**config.mk**
```make
export PLATFORM = sky130hd
export DESIGN_NAME = torque_off_monitor
export DESIGN_NICKNAME = d
export VERILOG_FILES = /design/src/torque_off_pkg.sv /design/src/inhibit_filter.sv /design/src/torque_off_monitor.sv
export SDC_FILE = /design/constraint.sdc
export NUM_CORES = 1
export LEC_CHECK = 0
export BUFFER_PORTS_ARGS = -buffer_cell sky130_fd_sc_hd__buf_4
export CAP_MARGIN = 15
export CORE_MARGIN = 4
export CORE_UTILIZATION = 53
export DETAILED_ROUTE_END_ITERATION = 10
export GPL_ROUTABILITY_DRIVEN = 0
export PLACE_DENSITY_LB_ADDON = 0.3
export SLEW_MARGIN = 10
export SYNTH_ARGS = -nofsm -noshare
export SYNTH_HDL_FRONTEND = slang
export SYNTH_HIERARCHICAL = 1
export SYNTH_SLANG_ARGS = --single-unit
```
**constraint.sdc**
```tcl
create_clock -name clk -period 2.6 [get_ports clk]
set_input_delay 0.52 -clock clk [delete_from_list [all_inputs] [get_ports clk]]
set_output_delay 0.52 -clock clk [all_outputs]
set_load 0.05 [all_outputs]
```
**src/torque_off_pkg.sv**
```systemverilog
// Purpose: Shared constants and state types for the torque-off monitor
// Assumes: 100 MHz system clock
// Notes:   Times are kept in their own unit; cycle counts derive from them
package torque_off_pkg;

  // ==========================================================
  // Clock
  localparam int unsigned CLK_FREQ_HZ = 100_000_000;
  localparam int unsigned CLK_PER_US  = CLK_FREQ_HZ / 1_000_000;
  localparam int unsigned CLK_PER_MS  = CLK_FREQ_HZ / 1_000;

  // ==========================================================
  // Input filter timing
  // Pulses narrower than this are ignored
  localparam int unsigned PULSE_REJECT_US = 2000;
  // Chosen settle time: above the reject width, below response limit
  localparam int unsigned FILTER_TIME_US  = 6000;
  localparam int unsigned RESPONSE_MAX_US = 10000;
  localparam int unsigned FLT_W           = 20;
  localparam logic [FLT_W-1:0] FILTER_CYC_DEF =
    FLT_W'(FILTER_TIME_US * CLK_PER_US);

  // ==========================================================
  // Disagreement timing
  localparam int unsigned FAULT_MIN_MS = 1600;
  localparam int unsigned FAULT_NOM_MS = 2300;
  localparam int unsigned FAULT_MAX_MS = 3000;
  localparam int unsigned FAULT_W      = 28;
  localparam logic [FAULT_W-1:0] FAULT_CYC_DEF =
    FAULT_W'(FAULT_NOM_MS * CLK_PER_MS);

  // ==========================================================
  // Filter state
  typedef struct packed {
    logic             sync1;
    logic             sync2;
    logic             prev;
    logic [FLT_W-1:0] cnt;
    logic             level;
    logic             settled;
  } flt_reg_t;

  localparam flt_reg_t FLT_RST = '{
    sync1:   1'h0,
    sync2:   1'h0,
    prev:    1'h0,
    cnt:     {FLT_W{1'h0}},
    level:   1'h0,
    settled: 1'h0
  };

  // ==========================================================
  // Monitor state
  typedef enum logic [2:0] {
    ST_INIT,
    ST_SAFE,
    ST_RUN,
    ST_SPLIT,
    ST_FAULT
  } mon_state_t;

  typedef struct packed {
    mon_state_t         st;
    logic [FAULT_W-1:0] dis_cnt;
    logic               run;
    logic               ind_pos;
    logic               ind_neg;
    logic               fault;
    logic               split;
  } mon_reg_t;

  localparam mon_reg_t MON_RST = '{
    st:      ST_INIT,
    dis_cnt: {FAULT_W{1'h0}},
    run:     1'h0,
    ind_pos: 1'h0,
    ind_neg: 1'h1,
    fault:   1'h0,
    split:   1'h0
  };

endpackage
```
**src/inhibit_filter.sv**
```systemverilog
// Purpose: Synchronise one inhibit input and reject short pulses
// Assumes: Input may be asynchronous to clk; floating reads as low
// Notes:   Output level changes only after a full stable window
`timescale 1ns/1ps
module inhibit_filter #(
  parameter logic [torque_off_pkg::FLT_W-1:0] FILTER_CYC =
    torque_off_pkg::FILTER_CYC_DEF
) (
  input  wire logic clk,
  input  wire logic nrst,
  input  wire logic raw_in,
  output logic      level,
  output logic      settled
);
  import torque_off_pkg::*;

  flt_reg_t flt_ff;
  flt_reg_t nxt_flt;

  // ==========================================================
  // Next state
  always_comb begin
    nxt_flt       = flt_ff;
    nxt_flt.sync1 = raw_in;
    nxt_flt.sync2 = flt_ff.sync1;
    nxt_flt.prev  = flt_ff.sync2;
    // Stability counter restarts on any edge
    if (flt_ff.sync2 != flt_ff.prev) begin
      nxt_flt.cnt = {FLT_W{1'h0}};
    end else if (flt_ff.cnt != FILTER_CYC) begin
      nxt_flt.cnt = flt_ff.cnt + FLT_W'(1);
    end
    if (flt_ff.cnt == FILTER_CYC) begin
      nxt_flt.level   = flt_ff.prev;
      nxt_flt.settled = 1'h1;
    end
  end

  always_ff @(posedge clk) begin
    if (!nrst) begin
      flt_ff <= FLT_RST;
    end else begin
      flt_ff <= nxt_flt;
    end
  end

  assign level   = flt_ff.level;
  assign settled = flt_ff.settled;

  // ==========================================================
  // Checks
  a_level_after_window: assert property (
    @(posedge clk) disable iff (!nrst)
    (level != $past(level)) |-> ($past(flt_ff.cnt) == FILTER_CYC))
    else $error("Filtered level moved before stable window");

  a_settled_sticky: assert property (
    @(posedge clk) disable iff (!nrst)
    settled |=> settled)
    else $error("Settled flag dropped");

endmodule

```
**src/torque_off_monitor.sv**
```systemverilog
// Purpose: Dual-channel torque-off monitor with latched channel fault
// Assumes: Inputs synchronous after filter; nrst only on power cycle
// Notes:   No input can disable the monitor; outputs are registered
`timescale 1ns/1ps

module torque_off_monitor #(
  parameter logic [torque_off_pkg::FLT_W-1:0]   FILTER_CYC =
    torque_off_pkg::FILTER_CYC_DEF,
  parameter logic [torque_off_pkg::FAULT_W-1:0] FAULT_CYC  =
    torque_off_pkg::FAULT_CYC_DEF
) (
  input  wire logic clk,
  input  wire logic nrst,
  input  wire logic inhibit_channel_first,
  input  wire logic inhibit_channel_second,
  output logic      drive_enable,
  output logic      safe_state_indicator_pos,
  output logic      safe_state_indicator_neg,
  output logic      fault_latched,
  output logic      channel_disagree
);
  import torque_off_pkg::*;

  logic     lvl_a;
  logic     lvl_b;
  logic     set_a;
  logic     set_b;
  logic     ready;
  logic     both_hi;
  logic     both_lo;
  logic     split;
  mon_reg_t mon_ff;
  mon_reg_t nxt_mon;

  // ==========================================================
  // Input filters
  inhibit_filter #(
    .FILTER_CYC (FILTER_CYC)
  ) u_filt_first (
    .clk     (clk),
    .nrst    (nrst),
    .raw_in  (inhibit_channel_first),
    .level   (lvl_a),
    .settled (set_a)
  );

  inhibit_filter #(
    .FILTER_CYC (FILTER_CYC)
  ) u_filt_second (
    .clk     (clk),
    .nrst    (nrst),
    .raw_in  (inhibit_channel_second),
    .level   (lvl_b),
    .settled (set_b)
  );

  // ==========================================================
  // Channel decode
  assign ready   = set_a & set_b;
  assign both_hi = lvl_a & lvl_b;
  assign both_lo = ~lvl_a & ~lvl_b;
  assign split   = lvl_a ^ lvl_b;

  // ==========================================================
  // Next state
  always_comb begin
    nxt_mon = mon_ff;
    case (mon_ff.st)
      ST_INIT: begin
        // Hold inhibited until both filters settled
        if (ready) begin
          if (both_lo) begin
            nxt_mon.st = ST_SAFE;
          end else if (both_hi) begin
            nxt_mon.st = ST_RUN;
          end else begin
            nxt_mon.st = ST_SPLIT;
          end
        end
      end
      ST_SAFE, ST_RUN, ST_SPLIT: begin
        if (split) begin
          nxt_mon.dis_cnt = mon_ff.dis_cnt + FAULT_W'(1);
        end else begin
          nxt_mon.dis_cnt = {FAULT_W{1'h0}};
        end
        if (split && (mon_ff.dis_cnt == FAULT_CYC - FAULT_W'(1))) begin
          nxt_mon.st = ST_FAULT;
        end else if (both_hi) begin
          nxt_mon.st = ST_RUN;
        end else if (both_lo) begin
          nxt_mon.st = ST_SAFE;
        end else begin
          nxt_mon.st = ST_SPLIT;
        end
      end
      ST_FAULT: begin
        nxt_mon.st = ST_FAULT;
      end
      default: begin
        nxt_mon.st = ST_FAULT;
      end
    endcase

    nxt_mon.run     = (nxt_mon.st == ST_RUN);
    nxt_mon.ind_pos = (nxt_mon.st == ST_SAFE);
    nxt_mon.ind_neg = ~(nxt_mon.st == ST_SAFE);
    nxt_mon.fault   = (nxt_mon.st == ST_FAULT);
    nxt_mon.split   = (nxt_mon.st == ST_SPLIT);
  end

  always_ff @(posedge clk) begin
    if (!nrst) begin
      mon_ff <= MON_RST;
    end else begin
      mon_ff <= nxt_mon;
    end
  end

  assign drive_enable             = mon_ff.run;
  assign safe_state_indicator_pos = mon_ff.ind_pos;
  assign safe_state_indicator_neg = mon_ff.ind_neg;
  assign fault_latched            = mon_ff.fault;
  assign channel_disagree         = mon_ff.split;

  // ==========================================================
  // Checks
  a_run_needs_both: assert property (
    @(posedge clk) disable iff (!nrst)
    drive_enable |-> ($past(lvl_a) && $past(lvl_b)))
    else $error("Drive enabled without both channels high");

  a_first_low_stops: assert property (
    @(posedge clk) disable iff (!nrst)
    !lvl_a |=> !drive_enable)
    else $error("Drive enabled with first channel low");

  a_second_low_stops: assert property (
    @(posedge clk) disable iff (!nrst)
    !lvl_b |=> !drive_enable)
    else $error("Drive enabled with second channel low");

  a_safe_relay_on: assert property (
    @(posedge clk) disable iff (!nrst)
    (ready && both_lo && !fault_latched) |=>
      (safe_state_indicator_pos && !safe_state_indicator_neg))
    else $error("Status relay open in safe state");

  a_relay_pair: assert property (
    @(posedge clk) disable iff (!nrst)
    safe_state_indicator_pos == !safe_state_indicator_neg)
    else $error("Status relay terminals inconsistent");

  a_timer_clears: assert property (
    @(posedge clk) disable iff (!nrst)
    (!split && mon_ff.st != ST_FAULT && mon_ff.st != ST_INIT) |=>
      (mon_ff.dis_cnt == {FAULT_W{1'h0}}))
    else $error("Disagreement timer not cleared");

  a_no_early_fault: assert property (
    @(posedge clk) disable iff (!nrst)
    $rose(fault_latched) |->
      ($past(mon_ff.dis_cnt) == FAULT_CYC - FAULT_W'(1)))
    else $error("Fault declared before disagreement time");

  a_late_fault: assert property (
    @(posedge clk) disable iff (!nrst)
    (split && mon_ff.dis_cnt == FAULT_CYC - FAULT_W'(1)) |=>
      fault_latched)
    else $error("Fault missed after disagreement time");

  a_fault_sticky: assert property (
    @(posedge clk) disable iff (!nrst)
    fault_latched |=>
      (fault_latched && !drive_enable && !safe_state_indicator_pos))
    else $error("Fault latch released or outputs wrong");

  a_one_high_trip: assert property (
    @(posedge clk) disable iff (!nrst)
    split |=> (!drive_enable && !safe_state_indicator_pos))
    else $error("Single channel high not tripped");

  a_init_inhibit: assert property (
    @(posedge clk) disable iff (!nrst)
    !ready |=> (!drive_enable && !safe_state_indicator_pos))
    else $error("Outputs active before inputs settled");

  a_run_relay_open: assert property (
    @(posedge clk) disable iff (!nrst)
    drive_enable |-> !safe_state_indicator_pos)
    else $error("Status relay closed while drive enabled");

  a_fault_outputs: assert property (
    @(posedge clk) disable iff (!nrst)
    fault_latched |->
      (!channel_disagree && !drive_enable && safe_state_indicator_neg))
    else $error("Fault state outputs inconsistent");

endmodule

```
=== After elaboration in Yosys (flattened, before gate mapping) ===
Index checks and enable logic that the tools add are counted.

* Flip-flop bits (word level): 86
* Bits of input ports: 4
* Output and inout bits: 5
* Logic and storage cells: 57

* $add $sub $neg: 3
* Eq/ne operators: 14
* Muxes and demuxes: 8
* Bitwise operators: 8
* Reduce and logical (&&, ||, !) cells: 5

{| class="wikitable"
|+ Operators with widths
! kind !! count
|-
| $add 20x1->20 const B || 2
|-
| $eq 20x20->1 const B || 2
|-
| $ne 20x20->1 const B || 2
|-
| $add 28x1->28 const B || 1
|-
| $eq 28x28->1 const B || 1
|-
| $mux 28 || 1
|-
| $eq 3x2->1 const B || 4
|-
| $mux 3 || 3
|-
| $eq 3x1->1 const B || 2
|-
| $pmux 3 s2 || 1
|-
| $mux 2 || 2
|-
| $not 1->1 || 4
|-
| $reduce_or 2->1 || 2
|-
| $and 1x1->1 || 3
|-
| $eq 3x3->1 const B || 1
|-
| $logic_not 3->1 || 1
|-
| $reduce_or 3->1 || 1
|-
| $ne 1x1->1 || 2
|-
| $logic_and 1x1->1 || 1
|-
| $mux 1 || 1
|-
| $xor 1x1->1 || 1
|}

=== Depth between registers and ports, before layout ===
* Depth after elaboration: 8
* Mapped depth: 6
* Gate-level depth less buffers: 6

=== By module ===
The synthesis kept the hierarchy.

{| class="wikitable"
|+ By module, submodules not included
! module !! times used !! cells each !! area an instance (um^2) !! sequential area each (um^2)
|-
| inhibit_filter || 2 || 128 || 1,172.4 || 500.5
|-
| torque_off_monitor || 1 || 182 || 1,627.8 || 720.7
|}

=== Worst setup path before layout ===
No wires, ideal clock.

* Kind: flip-flop to flip-flop
* From: reg mon_ff[20] in the netlist's numbering
* To: reg mon_ff, in the netlist safe_state_indicator_pos
* Setup time: 0.115 ns
* Arrival time: 1.735 ns
* Data required time: 2.485 ns
* Path slack: 0.750 ns
* Cell stages (with the launch flop): 6
* Period minus slack after synthesis: 1.850 ns
* Path through: dfxtp_1 -> nand2_1 -> or4_1 -> or4_4 -> a21o_2 -> and2_1

* Word-level cells in the longest chain between the ends: 5

{| class="wikitable"
|+ RTL lines
! item !! RTL line !! text
|-
| from (decl) || torque_off_monitor.sv:32 || <nowiki>mon_reg_t mon_ff;</nowiki>
|-
| from (signal assigned) || torque_off_monitor.sv:116 || <nowiki>mon_ff <= nxt_mon;</nowiki>
|-
| $eq 28x28->1 || torque_off_monitor.sv:87 || <nowiki>if (split && (mon_ff.dis_cnt == FAULT_CYC - FAULT_W'(1))) begin</nowiki>
|-
| $logic_and 1x1->1 || torque_off_monitor.sv:87 ||
|-
| $mux 3 || torque_off_monitor.sv:87 ||
|-
| $pmux 3 s2 || torque_off_monitor.sv:68 || <nowiki>case (mon_ff.st)</nowiki>
|-
| $eq 3x1->1 || torque_off_monitor.sv:106 || <nowiki>nxt_mon.ind_pos = (nxt_mon.st == ST_SAFE);</nowiki>
|}

Every way passes these cells.
A chain may end at the register's enable or synchronous reset.

=== Final worst setup path ===
* From: reg mon_ff[20] in the netlist's numbering
* To: reg mon_ff, in the netlist channel_disagree

* Word-level cells in the longest chain between the ends: 5

{| class="wikitable"
|+ RTL lines
! item !! RTL line !! text
|-
| $eq 28x28->1 || torque_off_monitor.sv:87 ||
|-
| $logic_and 1x1->1 || torque_off_monitor.sv:87 ||
|-
| $mux 3 || torque_off_monitor.sv:87 ||
|-
| $pmux 3 s2 || torque_off_monitor.sv:68 ||
|-
| $eq 3x2->1 || torque_off_monitor.sv:109 || <nowiki>nxt_mon.split = (nxt_mon.st == ST_SPLIT);</nowiki>
|}

Every way passes these cells.

==> reports/metrics.cfg <==
[grt]
groute.usage.overall_pct = 18.4
grt_pass1_wl_um = 13200
overflow = 0
antenna_found_initial = 0
grt_start_max_net_pins = 29
vias_in_the_first_global_route = 2935

[clock_network]
clk_latency_ns = 0.36
clock_path_buffers = 2
cts_repair_resize_count = 0
cts_inserted_buffers = 9
cts_setup_buffers = 0
clk_pin_slew_worst_paths_ns = 0.08
tritoncts = built
cts.htree.levels = 3
cts.sinks = 86
clk_root_buffer_cell = clkbuf_8
cts.hold.buffers_added = 0

[setup_path]
critical_path_arrival_ns = 2.21
setup.worst_path.end_class = flip-flop
critPathMaxFanout = 5
library_cell_contributing_the_largest_single_delay_on_the_critical_path = or4_4
timing.setup.critical_path_class = reg2reg
cp_cell_sequence = nand2_1 -> or4_1 -> or4_4 -> a21oi_1 -> nor3_1
timing.critical_path.slowest_cell_delay_ns = 0.54
timing.critical_path.from_type = flip-flop
required_ns = 2.83

[synthesis]
syn_avg_cell_area_um2 = 9.07
synthArstFlopShare_pct = 0
post_synth_xor_area_fraction_pct = 9.70
synth_simple_gate_area_share_pct = 32.1
synthesis.area_um2 = 3970
yosys.area_share.adder_pct = 2.83
synth.ff_latch_count = 86
synth.net_count = 451
synth.yosys.warnings = 6
synth_top_flop_cell = dfxtp_1
synthMuxAreaShare_pct = 0.504
synth_seq_area_share_pct = 43.3
synth_top_family_by_area = simple AND/OR/NAND/NOR gates
synth_cell_types = 45
post_synth_inst_count = 438
synth-edff-count = 0
compound_gate_portion_of_the_synthesized_area_pct = 9.39

[power]
leakage_nw = 1.51
power.combinational.fraction_pct = 5.3
p_sw_w = 0.000552
pwr_density_cell_nw_per_um2 = 526
switching_share_pct = 24.4
totalPowerFinal_w = 0.00226
sequentialPowerShare_pct = 59.7
p_clk_share_pct = 35.0
vdd.ir_drop.worst_v = 0.000301
internal_power_w = 0.00171

[detailed_routing]
post_dr_wirelength_cell_um = 13.4
dr_total_vias = 3126
drc_errors = 0
average_via_count_per_standard_cell = 5.61
drt_iter0_markers = 145
postRouteAntennaNets = 0
detail_route.wirelength_um = 7450
firstDrtPassIters = 5

[die]
floorplan.core_area_um2 = 7250
initial_utilization_pct = 54.8
placementRows = 31
dieArea_um2 = 8940
dieWidth_um = 94.6
top_level_i_o_count = 9
floorplan_die_height_um = 94.6

[final_layout]
multiInputGateArea_um2 = 2170
most_frequent_cells_in_the_layout = 86 x dfxtp_1, 54 x nor2_1, 30 x xor2_1
final_nets = 467
diodes = 0
fillCellCount = 649
ff_latch_area_um2 = 1720
layout-drive-gt1-share_pct = 11.6
layout_commonest_cell = dfxtp_1
synthToLayoutAreaGrowth_pct = 8.35

[timing]
fmax_ghz = 0.507
max_slew_margin_pct = 53.4
layout_worst_path_cycle_share_pct = 75.8
final-max-slew-violation-count = 0
measured_slew_at_the_worst_slew_check_pin_ns = 0.698
hold_violations = 0
fin_skew_ns = 0.0133
setup_total_negative_slack_ns = 0
rsz0062_at_grt = no
report.final.setup_viol = 0
fin_crit_ns = 1.97

[worst_hold_path]
worst_hold_class = in2reg

[placed_design]
buffer_ports.inserted = 8
dpl.hpwl_um = 5200

[run_status]
status = finished, final reports clean

[run]
maxCapViolations = 0

[through the flow]
stage / cell area [um^2] / hold slack (ns) / cells / util, % / setup WS [ns]
after floorplan: 3970 / 0.412 / 438 / - / 0.750
after global placement: 4150 / 0.418 / 542 / 57.2 / 0.706
after detailed placement: 4150 / 0.421 / 542 / 57.2 / 0.643
after CTS: 4300 / 0.364 / 557 / 59.3 / 0.632
after global routing: 4300 / 0.370 / 557 / 59.3 / 0.523
final: 4300 / 0.378 / 557 / 59.3 / 0.628
[critical path: cells and delay by family, from the launching register on]
| kind | cells | cell delay (ns) |
|---|---|---|
| AOI/OAI and AO/OA | 1 | 0.27 |
| and+or+nand+nor | 4 | 1.17 |
| DFF | 1 | 0.41 |
[flip-flops by register name (all words and copies together), names as in the netlist]
register	count
safe_state_indicator_neg	1
fault_latched	1
u_filt_first/level	1
u_filt_first/flt_ff	23
u_filt_second/flt_ff	23
mon_ff	31
safe_state_indicator_pos	1
u_filt_second/settled	1
u_filt_second/level	1
channel_disagree	1
drive_enable	1
u_filt_first/settled	1
[synth_stat cells (3+ instances only)]
cell type,count,area (um^2)
a211oi_2,3,37.5
a21oi_1,24,120
and2_1,10,62.6
and3_2,4,30.0
and4_1,4,35.0
and4_2,4,40.0
clkbuf_1,4,15.0
dfxtp_1,86,1720
ha_1,9,113
inv_1,12,45.0
nand2_1,25,93.8
nand3_1,26,130
nand4_1,25,156
nor2_1,54,203
nor3_1,15,75.1
nor4_1,4,25.0
nor4_2,3,37.5
nor4b_1,5,43.8
o21a_1,4,30.0
o21ai_0,23,115
or2b_1,3,22.5
or3_1,15,93.8
xnor2_1,14,123
xor2_1,30,263
[cells by family after synthesis]
| group | Yosys count |
|---|---|
| flip-flops | 86 |
| XOR/XNOR | 44 |
| buffers and inverters | 19 |
| adder cells (fa/ha/maj) | 9 |
| AND/OR/NAND/NOR | 215 |
| multiplexers | 2 |
| AO/OA/AOI/OAI | 63 |
[final timing paths]
check | start | to | slack, ns | cells past startpoint
max | mon_ff[20]$_SDFFE_PN0N_ | channel_disagree$_SDFF_PN0_ | 0.63 | 5
min | inhibit_channel_first | u_filt_first/flt_ff[24]$_SDFF_PN0_ | 0.38 | 2
max reg2reg | mon_ff[20]$_SDFFE_PN0N_ | channel_disagree$_SDFF_PN0_ | 0.63 | 5
min reg2reg | u_filt_second/flt_ff[24]$_SDFF_PN0_ | u_filt_second/flt_ff[23]$_SDFF_PN0_ | 0.44 | 1
[power groups by stage]
stage / clock (W) / sequential, W / combinational, W
global route: 0.000879 / 0.00136 / 0.000135
finish: 0.000794 / 0.00135 / 0.000119
floorplan: 0 / 0.00139 / 0.0000819
global placement: 0 / 0.00138 / 0.000117
CTS: 0.000818 / 0.00135 / 0.000120
detailed placement: 0 / 0.00138 / 0.000120
[layout make-up]
type	instances	area share, %
repair buffers	12	2.09
multi-input cells	333	50.3
flip-flops and latches	86	40.0
well taps	99	2.88
inverters	12	1.05
clock inverters	4	0.581
clock buffers	11	3.05
[layer usage]
metal / vias to the layer above / global-route usage (%) / share of wire (%)
met5: - / 0 / 0
met4: 0 / 8.17 / 1.4
met3: 9 / 3.51 / 2.8
met2: 33 / 29.0 / 47
met1: 1485 / 24.4 / 49
li1: 1599 / - / -
Note: power is estimated with default switching activity, not from simulation.
